## src/logic/tmf_pkg.sv

```systemverilog
// constants, register map, reset values and field positions for the timer interrupt flag block
`default_nettype none
package tmf_pkg;
  typedef logic [9:0] tmf_index_t;
  // register indexes, byte address is four times the index
  localparam tmf_index_t IDX_SHARED_VALUE = 10'h01e;
  localparam tmf_index_t IDX_MASK_ONE = 10'h022;
  localparam tmf_index_t IDX_FLAG_ONE = 10'h023;
  localparam tmf_index_t IDX_MASK_TWO = 10'h024;
  localparam tmf_index_t IDX_FLAG_TWO = 10'h025;
  localparam tmf_index_t IDX_CONTROL = 10'h026;
  localparam tmf_index_t IDX_EDGE_CONFIG = 10'h027;
  localparam tmf_index_t IDX_CLEAR = 10'h028;
  typedef enum {REG_NONE, REG_SHARED, REG_MASK1, REG_FLAG1, REG_MASK2,
    REG_FLAG2, REG_CONTROL, REG_EDGE, REG_CLEAR} tmf_reg_e;
  // reset values
  localparam logic [7:0] MASK_ONE_RESET = 8'h00;
  localparam logic [7:0] FLAG_ONE_RESET = 8'h00;
  localparam logic [7:0] MASK_TWO_RESET = 8'h00;
  localparam logic [7:0] FLAG_TWO_RESET = 8'h00;
  localparam logic [15:0] SHARED_VALUE_RESET = 16'hffff;
  localparam logic [7:0] EDGE_CONFIG_RESET = 8'h00;
  // field positions
  localparam int MASK_TWO_FLAGS_LSB = 4;
  localparam int CONTROL_SELECT_BIT = 0;
  localparam logic [7:0] MASK_TWO_RW_BITS = 8'hf0;
  // prescaler write window after reset
  localparam int PRESCALE_WINDOW_NS = 256;
  localparam int CLOCK_PERIOD_NS = 4;
  localparam int PRESCALE_WINDOW_CYCLES = PRESCALE_WINDOW_NS / CLOCK_PERIOD_NS;
  // divider terminal counts for codes 00..11
  localparam logic [3:0] DIV_LAST_1 = 4'h0;
  localparam logic [3:0] DIV_LAST_4 = 4'h3;
  localparam logic [3:0] DIV_LAST_8 = 4'h7;
  localparam logic [3:0] DIV_LAST_16 = 4'hf;
  localparam logic [1:0] RESP_OKAY = 2'h0;
  localparam logic [1:0] RESP_SLVERR = 2'h2;
endpackage
`default_nettype wire

```

## src/logic/tmf_presc_if.sv

```systemverilog
// prescale select and count tick between top and divider
`timescale 1ns/10ps
`default_nettype none
interface tmf_presc_if;
  logic [1:0] prescale_select;
  logic tick;
  modport top (output prescale_select, input tick);
  modport presc (input prescale_select, output tick);
endinterface
`default_nettype wire

```

## src/logic/tmf_prescaler.sv

```systemverilog
// timer clock divider driven by the prescale select
`timescale 1ns/10ps
`default_nettype none
module tmf_prescaler
  import tmf_pkg::*;
(
  input wire logic aclk,
  input wire logic aresetn,
  input wire logic ce,
  tmf_presc_if.presc pif
);
  logic [3:0] count;
  logic [3:0] last;

  // terminal count per select code
  always_comb begin
    unique case (pif.prescale_select)
      2'h0: last = DIV_LAST_1;
      2'h1: last = DIV_LAST_4;
      2'h2: last = DIV_LAST_8;
      2'h3: last = DIV_LAST_16;
    endcase
  end

  // free-running divide counter
  always_ff @(posedge aclk) begin
    if (!aresetn) begin
      count <= 4'h0;
    end else if (ce) begin
      if (count >= last) begin
        count <= 4'h0;
      end else begin
        count <= count + 4'h1;
      end
    end
  end

  assign pif.tick = ce && (count >= last);
endmodule
`default_nettype wire

```

## src/logic/tmf_top.sv

```systemverilog
// timer interrupt mask and flag block with axi4-lite register access
//
// The implementer's own choice: the AXI4-Lite register port.
`timescale 1ns/10ps
`default_nettype none
module tmf_top (
  input wire logic aclk,
  input wire logic aresetn,
  input wire logic ce,
  input wire logic test_mode,
  input wire logic [15:0] timer_count,
  input wire logic [3:0] compare_match,
  input wire logic [3:0] capture_pin,
  input wire logic overflow_event,
  input wire logic realtime_event,
  input wire logic accum_overflow_event,
  input wire logic accum_input_event,
  output logic timer_tick,
  output logic [3:0] capture_event,
  output logic shared_chan_select,
  output logic timer_irq,
  input wire logic [31:0] s_axi_awaddr,
  input wire logic s_axi_awvalid,
  output logic s_axi_awready,
  input wire logic [31:0] s_axi_wdata,
  input wire logic [3:0] s_axi_wstrb,
  input wire logic s_axi_wvalid,
  output logic s_axi_wready,
  output logic [1:0] s_axi_bresp,
  output logic s_axi_bvalid,
  input wire logic s_axi_bready,
  input wire logic [31:0] s_axi_araddr,
  input wire logic s_axi_arvalid,
  output logic s_axi_arready,
  output logic [31:0] s_axi_rdata,
  output logic [1:0] s_axi_rresp,
  output logic s_axi_rvalid,
  input wire logic s_axi_rready
);
  import tmf_pkg::*;

  ////////////////////////////////////////////////////////////////////////////
  // declarations

  tmf_presc_if pif ();
  logic [7:0] timer_mask_one;
  logic [7:0] timer_flag_one;
  logic [7:0] timer_mask_two;
  logic [7:0] timer_flag_two;
  logic [15:0] shared_chan_value;
  logic [7:0] edge_config;
  logic prescale_locked;
  logic [7:0] window_count;
  logic [31:0] aw_addr;
  logic aw_held;
  logic [31:0] w_data;
  logic [3:0] w_strb;
  logic w_held;
  logic wr_go;
  logic wr_byte0;
  tmf_reg_e wr_reg;
  logic [7:0] wr_byte;
  logic [7:0] set_one;
  logic [7:0] set_two;
  logic [7:0] clr_one;
  logic [7:0] clr_two;
  logic [3:0] cap_meta;
  logic [3:0] cap_sync;
  logic [3:0] cap_prev;
  logic tick_q;
  logic compare5_match;
  logic test_meta;
  logic test_sync;

  // map a word index onto a register
  function automatic tmf_reg_e decode(input logic [31:0] addr);
    tmf_index_t idx;
    idx = addr[11:2];
    if (addr[31:12] != 20'h00000) begin
      decode = REG_NONE;
    end else begin
      unique case (idx)
        IDX_SHARED_VALUE: decode = REG_SHARED;
        IDX_MASK_ONE: decode = REG_MASK1;
        IDX_FLAG_ONE: decode = REG_FLAG1;
        IDX_MASK_TWO: decode = REG_MASK2;
        IDX_FLAG_TWO: decode = REG_FLAG2;
        IDX_CONTROL: decode = REG_CONTROL;
        IDX_EDGE_CONFIG: decode = REG_EDGE;
        IDX_CLEAR: decode = REG_CLEAR;
        default: decode = REG_NONE;
      endcase
    end
  endfunction

  ////////////////////////////////////////////////////////////////////////////
  // prescaler

  tmf_prescaler u_prescaler (
    .aclk(aclk),
    .aresetn(aresetn),
    .ce(ce),
    .pif(pif)
  );
  assign pif.prescale_select = timer_mask_two[1:0];
  assign timer_tick = pif.tick;

  ////////////////////////////////////////////////////////////////////////////
  // axi4-lite write channel

  assign s_axi_awready = ce && !aw_held && !s_axi_bvalid;
  assign s_axi_wready = ce && !w_held && !s_axi_bvalid;
  assign wr_go = ce && aw_held && w_held && !s_axi_bvalid;
  assign wr_reg = decode(aw_addr);
  assign wr_byte0 = wr_go && w_strb[0];
  assign wr_byte = w_data[7:0];

  // hold address until the pair is complete
  always_ff @(posedge aclk) begin
    if (!aresetn) begin
      aw_held <= 1'b0;
      aw_addr <= 32'h00000000;
    end else if (ce) begin
      if (s_axi_awvalid && s_axi_awready) begin
        aw_held <= 1'b1;
        aw_addr <= s_axi_awaddr;
      end else if (wr_go) begin
        aw_held <= 1'b0;
      end
    end
  end

  // hold data until the pair is complete
  always_ff @(posedge aclk) begin
    if (!aresetn) begin
      w_held <= 1'b0;
      w_data <= 32'h00000000;
      w_strb <= 4'h0;
    end else if (ce) begin
      if (s_axi_wvalid && s_axi_wready) begin
        w_held <= 1'b1;
        w_data <= s_axi_wdata;
        w_strb <= s_axi_wstrb;
      end else if (wr_go) begin
        w_held <= 1'b0;
      end
    end
  end

  // write response
  always_ff @(posedge aclk) begin
    if (!aresetn) begin
      s_axi_bvalid <= 1'b0;
      s_axi_bresp <= RESP_OKAY;
    end else if (ce) begin
      if (wr_go) begin
        s_axi_bvalid <= 1'b1;
        s_axi_bresp <= (wr_reg == REG_NONE) ? RESP_SLVERR : RESP_OKAY;
      end else if (s_axi_bready) begin
        s_axi_bvalid <= 1'b0;
      end
    end
  end

  ////////////////////////////////////////////////////////////////////////////
  // axi4-lite read channel

  assign s_axi_arready = ce && !s_axi_rvalid;

  // read data and response
  always_ff @(posedge aclk) begin
    if (!aresetn) begin
      s_axi_rvalid <= 1'b0;
      s_axi_rdata <= 32'h00000000;
      s_axi_rresp <= RESP_OKAY;
    end else if (ce) begin
      if (s_axi_arvalid && s_axi_arready) begin
        s_axi_rvalid <= 1'b1;
        s_axi_rresp <= RESP_OKAY;
        unique case (decode(s_axi_araddr))
          REG_SHARED: s_axi_rdata <= {16'h0000, shared_chan_value};
          REG_MASK1: s_axi_rdata <= {24'h000000, timer_mask_one};
          REG_FLAG1: s_axi_rdata <= {24'h000000, timer_flag_one};
          REG_MASK2: s_axi_rdata <= {24'h000000, timer_mask_two};
          REG_FLAG2: s_axi_rdata <= {24'h000000, timer_flag_two};
          REG_CONTROL: s_axi_rdata <= {31'h00000000, shared_chan_select};
          REG_EDGE: s_axi_rdata <= {24'h000000, edge_config};
          REG_CLEAR: s_axi_rdata <= 32'h00000000;
          REG_NONE: begin
            s_axi_rdata <= 32'h00000000;
            s_axi_rresp <= RESP_SLVERR;
          end
        endcase
      end else if (s_axi_rready) begin
        s_axi_rvalid <= 1'b0;
      end
    end
  end

  ////////////////////////////////////////////////////////////////////////////
  // control registers

  // first mask register, plain read-write
  always_ff @(posedge aclk) begin
    if (!aresetn) begin
      timer_mask_one <= MASK_ONE_RESET;
    end else if (ce && wr_byte0 && wr_reg == REG_MASK1) begin
      timer_mask_one <= wr_byte;
    end
  end

  // second mask: enables, dead bits and prescale, prescale write-once within the window after reset outside test mode
  always_ff @(posedge aclk) begin
    if (!aresetn) begin
      timer_mask_two <= MASK_TWO_RESET;
      prescale_locked <= 1'b0;
    end else if (ce && wr_byte0 && wr_reg == REG_MASK2) begin
      timer_mask_two[7:4] <= wr_byte[7:4];
      timer_mask_two[3:2] <= 2'h0;
      if (test_sync || (!prescale_locked &&
          window_count < 8'(PRESCALE_WINDOW_CYCLES))) begin
        timer_mask_two[1:0] <= wr_byte[1:0];
        prescale_locked <= 1'b1;
      end
    end
  end

  // cycles since reset for the prescale write window
  always_ff @(posedge aclk) begin
    if (!aresetn) begin
      window_count <= 8'h00;
    end else if (ce && window_count < 8'(PRESCALE_WINDOW_CYCLES)) begin
      window_count <= window_count + 8'h01;
    end
  end

  // shared channel select and capture edge configuration
  always_ff @(posedge aclk) begin
    if (!aresetn) begin
      shared_chan_select <= 1'b0;
      edge_config <= EDGE_CONFIG_RESET;
    end else if (ce && wr_byte0) begin
      if (wr_reg == REG_CONTROL) begin
        shared_chan_select <= wr_byte[CONTROL_SELECT_BIT];
      end
      if (wr_reg == REG_EDGE) begin
        edge_config <= wr_byte;
      end
    end
  end

  // shared value: capture load, or software write in compare mode
  always_ff @(posedge aclk) begin
    if (!aresetn) begin
      shared_chan_value <= SHARED_VALUE_RESET;
    end else if (ce) begin
      if (shared_chan_select && capture_event[3]) begin
        shared_chan_value <= timer_count;
      end else if (!shared_chan_select && wr_go &&
                   wr_reg == REG_SHARED) begin
        if (w_strb[0]) shared_chan_value[7:0] <= w_data[7:0];
        if (w_strb[1]) shared_chan_value[15:8] <= w_data[15:8];
      end
    end
  end

  ////////////////////////////////////////////////////////////////////////////
  // event detection

  // two-stage synchroniser for the mode pin, a level from off-chip
  always_ff @(posedge aclk) begin
    if (!aresetn) begin
      test_meta <= 1'b0;
      test_sync <= 1'b0;
    end else if (ce) begin
      test_meta <= test_mode;
      test_sync <= test_meta;
    end
  end

  // two-stage synchroniser for capture pins
  always_ff @(posedge aclk) begin
    if (!aresetn) begin
      cap_meta <= 4'h0;
      cap_sync <= 4'h0;
      cap_prev <= 4'h0;
    end else if (ce) begin
      cap_meta <= capture_pin;
      cap_sync <= cap_meta;
      cap_prev <= cap_sync;
    end
  end

  // edge select per channel: 01 rising, 10 falling, 11 any
  genvar g;
  generate
    for (g = 0; g < 4; g = g + 1) begin : g_cap
      assign capture_event[g] = ce && (
        (edge_config[2*g] && cap_sync[g] && !cap_prev[g]) ||
        (edge_config[2*g+1] && !cap_sync[g] && cap_prev[g]));
    end
  endgenerate

  // compare 5 checks the counter one cycle after it steps
  always_ff @(posedge aclk) begin
    if (!aresetn) begin
      tick_q <= 1'b0;
    end else if (ce) begin
      tick_q <= timer_tick;
    end
  end
  assign compare5_match = tick_q && (timer_count == shared_chan_value);

  ////////////////////////////////////////////////////////////////////////////
  // flags

  assign set_one = {compare_match[0], compare_match[1], compare_match[2],
                    compare_match[3],
                    shared_chan_select ? capture_event[3] : compare5_match,
                    capture_event[0], capture_event[1], capture_event[2]};
  assign set_two = {overflow_event, realtime_event, accum_overflow_event,
                    accum_input_event, 4'h0};
  assign clr_one = (wr_byte0 && wr_reg == REG_FLAG1) ? wr_byte :
                   (wr_go && wr_reg == REG_CLEAR && w_strb[0]) ? wr_byte :
                   8'h00;
  assign clr_two = (wr_byte0 && wr_reg == REG_FLAG2) ? wr_byte :
                   (wr_go && wr_reg == REG_CLEAR && w_strb[1]) ?
                   w_data[15:8] : 8'h00;

  // sticky flags, a set in the clearing cycle wins
  always_ff @(posedge aclk) begin
    if (!aresetn) begin
      timer_flag_one <= FLAG_ONE_RESET;
      timer_flag_two <= FLAG_TWO_RESET;
    end else if (ce) begin
      timer_flag_one <= (timer_flag_one & ~clr_one) | set_one;
      timer_flag_two <= ((timer_flag_two & ~clr_two) | set_two) &
                        MASK_TWO_RW_BITS;
    end
  end

  ////////////////////////////////////////////////////////////////////////////
  // interrupt request

  // one level request from every enabled flag
  assign timer_irq = |(timer_flag_one & timer_mask_one) ||
    |(timer_flag_two[7:MASK_TWO_FLAGS_LSB] &
      timer_mask_two[7:MASK_TWO_FLAGS_LSB]);
endmodule
`default_nettype wire

```

## config.mk

```make
export PLATFORM = sky130hd
export DESIGN_NAME = tmf_top
export DESIGN_NICKNAME = d
export VERILOG_FILES = /design/src/logic/tmf_pkg.sv /design/src/logic/tmf_presc_if.sv /design/src/logic/tmf_prescaler.sv /design/src/logic/tmf_top.sv
export SDC_FILE = /design/constraint.sdc
export NUM_CORES = 1
export LEC_CHECK = 0
export BUFFER_PORTS_ARGS = -buffer_cell sky130_fd_sc_hd__clkbuf_2
export CAP_MARGIN = 15
export CORE_ASPECT_RATIO = 1.25
export CORE_UTILIZATION = 53
export DETAILED_ROUTE_END_ITERATION = 12
export PLACE_DENSITY = 0.9
export SETUP_SLACK_MARGIN = 0.15
export SLEW_MARGIN = 10
export SYNTH_ARGS = -nofsm -noshare
export SYNTH_HDL_FRONTEND = slang
export SYNTH_SLANG_ARGS = --single-unit
export TNS_END_PERCENT = 1
```

## constraint.sdc

```tcl
create_clock -name aclk -period 2.75 [get_ports aclk]
set_input_delay 0.4125 -clock aclk [delete_from_list [all_inputs] [get_ports aclk]]
set_output_delay 0.4125 -clock aclk [all_outputs]
set_load 0.02 [all_outputs]
```

==> results.yml <==
worst_setup_path:
  worstSetupStartpointType: "register"
  reg2reg_depth: 6
  cp_slowest_stage_delay_ps: 320
  critPathLaunch: "timer_mask_two[0]"
  crit_top_cell: "a21o_1"
  rrSetupSlack_ps: 260
  critical-path-slowest-cell: "dfxtp_2"
  crit_type: "reg -> out"
  r2r-start: "aw_addr[29]"
  cp_max_fo: 2
  required_ps: 2340
  r2r_end: "timer_mask_one[6]"
  crit_path_end_kind: "primary output"
  cp_data_arrival_time_ps: 2100
  crit_chain: "or2_4, ha_4, nand2b_4, a21o_1, a21o_1, a21oi_2, nor2_2, clkbuf_8"
  crit_path_end: "timer_tick"
detailed_routing:
  avgViaCountPerCell: 5.74
  finalWirelength_um: 18800
  dr.pass1.iters: 5
  detail-route-antenna-nets: 0
  drc: 0
  drtIter0Drc: 365
  num_vias: 6546
  wl_per_cell_um: 16.4
floorplanning:
  die_h_um: 131
  dieArea_sq_um: 13800
  core_area_sq_um: 12800
  fp.dieW_um: 105
  initial_core_util_pct: 54.9
  io-pin-count: 185
  rows: 46
synth:
  synth_top_cell_area_share_pct: 42.4
  syn_area_per_cell_sq_um: 8.57
  syn_area_sq_um: 7040
  ys_warn_count: 0
  synth_edf_count: 0
  synth.area.top_cells: "dfxtp_1 42%, mux2i_1 9.9%, nand2_1 7.3%"
  synth_top_area_cell: "dfxtp_1"
  synth_cell_type_count: 61
  seq_area_frac_synth_pct: 42.4
  syn_inst: 822
  synth_ff_type: "dfxtp_1"
  async_flop_share_pct: 0
  ys_seq_elements: 149
sta:
  rsz0062_at_grt: "false"
  post-route-period-util_pct: 91.5
  fin_skew_ps: 9.54
  max_slew.worst_pin.slew_ps: 913
  slew_headroom_pct: 39.0
  setup_violations: 0
  hold_ws_ps: 204
  finalSetupTns_ps: 0
  slew_viol_final: 0
  period_needed_ps: 2520
  hold_viol_final: 0
  fmax_mhz: 398
cts:
  ctsHoldBuffers: 0
  root_buffer: "clkbuf_16"
  clock_path_buffers: 2
  clock_sinks: 149
  cts_buffers: 17
  clk_pin_slew_ps: 60
  cts_tree: "done"
  htreeDepth: 4
  clk_latency_ps: 430
global_routing:
  grt_pass1_wl_um: 29300
  grt_pass1_vias: 6203
  grt_max_degree: 48
  grt-ovfl-total: 0
  antenna_found_initial: 0
  track_usage_pct: 27.2
layout:
  antenna_cells: 0
  drive_gt1_share_pct: 22.5
  fillerInstances: 1020
  area_growth_syn_to_layout_pct: 21.4
  mostFrequentLayoutCell: "dfxtp_1"
  nets: 1103
  final_cell_mix: "147 x dfxtp_1, 143 x clkbuf_2, 137 x nand2_1"
  regArea_sq_um: 2990
  multi_input_area_sq_um: 3790
placement:
  portBuffers: 144
  dp_hpwl_um: 13400
  gp_congestion: 0.902
run_status:
  status: "completed"
run:
  maxCapViolCount: 0
hold_path:
  hold_start: "s_axi_awaddr[19]"
  hp-class: "in -> reg"
power:
  power-per-cell-area_nw_per_um2: 603
  peakVddDrop_uv: 404
  p_leak_nw: 3.57
  power_mw: 5.16
## layer usage
metal	global-route usage, %	part of all wire [%]
met2	50.1	51
met5	0	0
met4	16.2	4.7
met3	5.46	5.4
met1	29.1	39
## registers in the layout, summed over array words and instances, names as in the netlist, 6 cells and up
signal / flops
edge_config: 8
window_count: 8
aw_addr: 30
w_data: 16
s_axi_rdata: 16
timer_mask_one: 8
timer_flag_one: 8
timer_mask_two: 6
shared_chan_value: 16
## power breakdown
part	switching [mW]	total (mW)	internal, mW	leakage [nW]
logic	0.283	0.475	0.192	2.07
registers	0.0736	2.30	2.23	1.21
clock network	0.943	2.38	1.44	0.281
total	1.30	5.16	3.86	3.57
## critical path, delay by kind of cell, from the launching register on
family / cells / cell delay [ps]
adders and majority gates: 1 / 230
DFF: 1 / 320
and+or+nand+nor: 3 / 460
buffers and inverters: 1 / 160
AOI/OAI and AO/OA: 3 / 510
## metrics by stage
step | instances | utilization, % | setup slack (ps) | area [sq um]
CTS | 1139 | 66.3 | 200 | 8510
global route | 1141 | 66.6 | 166 | 8550
global placement | 1104 | 61.2 | 289 | 7860
detailed placement | 1104 | 61.2 | 239 | 7860
floorplan | 839 | - | 491 | 7110
finish | 1141 | 66.6 | 234 | 8550
## how the worst min path moves through the flow
stage / end / slack (ps) / cells after the start
6_report: aw_addr[19] / 200 / 3
3_3_place_gp: aw_addr[27] / 440 / 2
4_1_cts: w_data[11] / 200 / 3
5_1_grt: w_data[1] / 210 / 3
3_5_place_dp: w_data[8] / 450 / 2
2_1_floorplan: w_strb[0] / 430 / 2
## Yosys cell counts (3+ instances only)
cell type	n
dfxtp_1	149
nand2_1	137
nor2_1	77
mux2i_1	70
a21oi_1	61
nand3_1	33
clkbuf_1	32
o21ai_0	24
buf_4	18
nor3_1	17
o31a_1	16
xnor2_1	16
a22oi_1	12
inv_1	12
nor4_1	12
nand4_1	11
o21a_1	11
a31oi_1	9
xor2_1	8
and2_1	7
nor2b_1	7
buf_2	6
ha_1	6
buf_1	5
nand3b_1	5
o2bb2ai_1	4
a21o_1	3
a221oi_1	3
a22o_1	3
and3_1	3
nand2b_1	3
nand4b_1	3
nor3_4	3
nor4_4	3
or4_1	3
## logic make-up (layout without fill, tap and decap cells)
family / Yosys count / after routing / share of synthesized area, %
AND/OR/NAND/NOR: 338 / 338 / 23.6
multiplexers: 70 / 70 / 9.95
buffers and inverters: 75 / 209 / 5.17
other: 1 / 18 / 0.0532
XOR/XNOR: 24 / 24 / 2.98
AO/OA/AOI/OAI: 159 / 159 / 14.8
flip-flops: 149 / 149 / 42.4
adder cells (fa/ha/maj): 6 / 6 / 1.07
## layout make-up
type,instances,area share (%)
repair buffers,164,10.6
clock buffers,18,5.02
well taps,168,2.46
multi-input cells,615,44.3
flip-flops and latches,149,34.9
clock inverters,14,2.09
inverters,13,0.586
## timing repair
item,4_1_cts,5_1_grt
buffers inserted,3,2
hold endpoints to repair,0,0
pin swaps,2,3
gates resized for setup,7,2
setup endpoints to repair,1,1
Note: power is estimated with default switching activity, not from simulation.
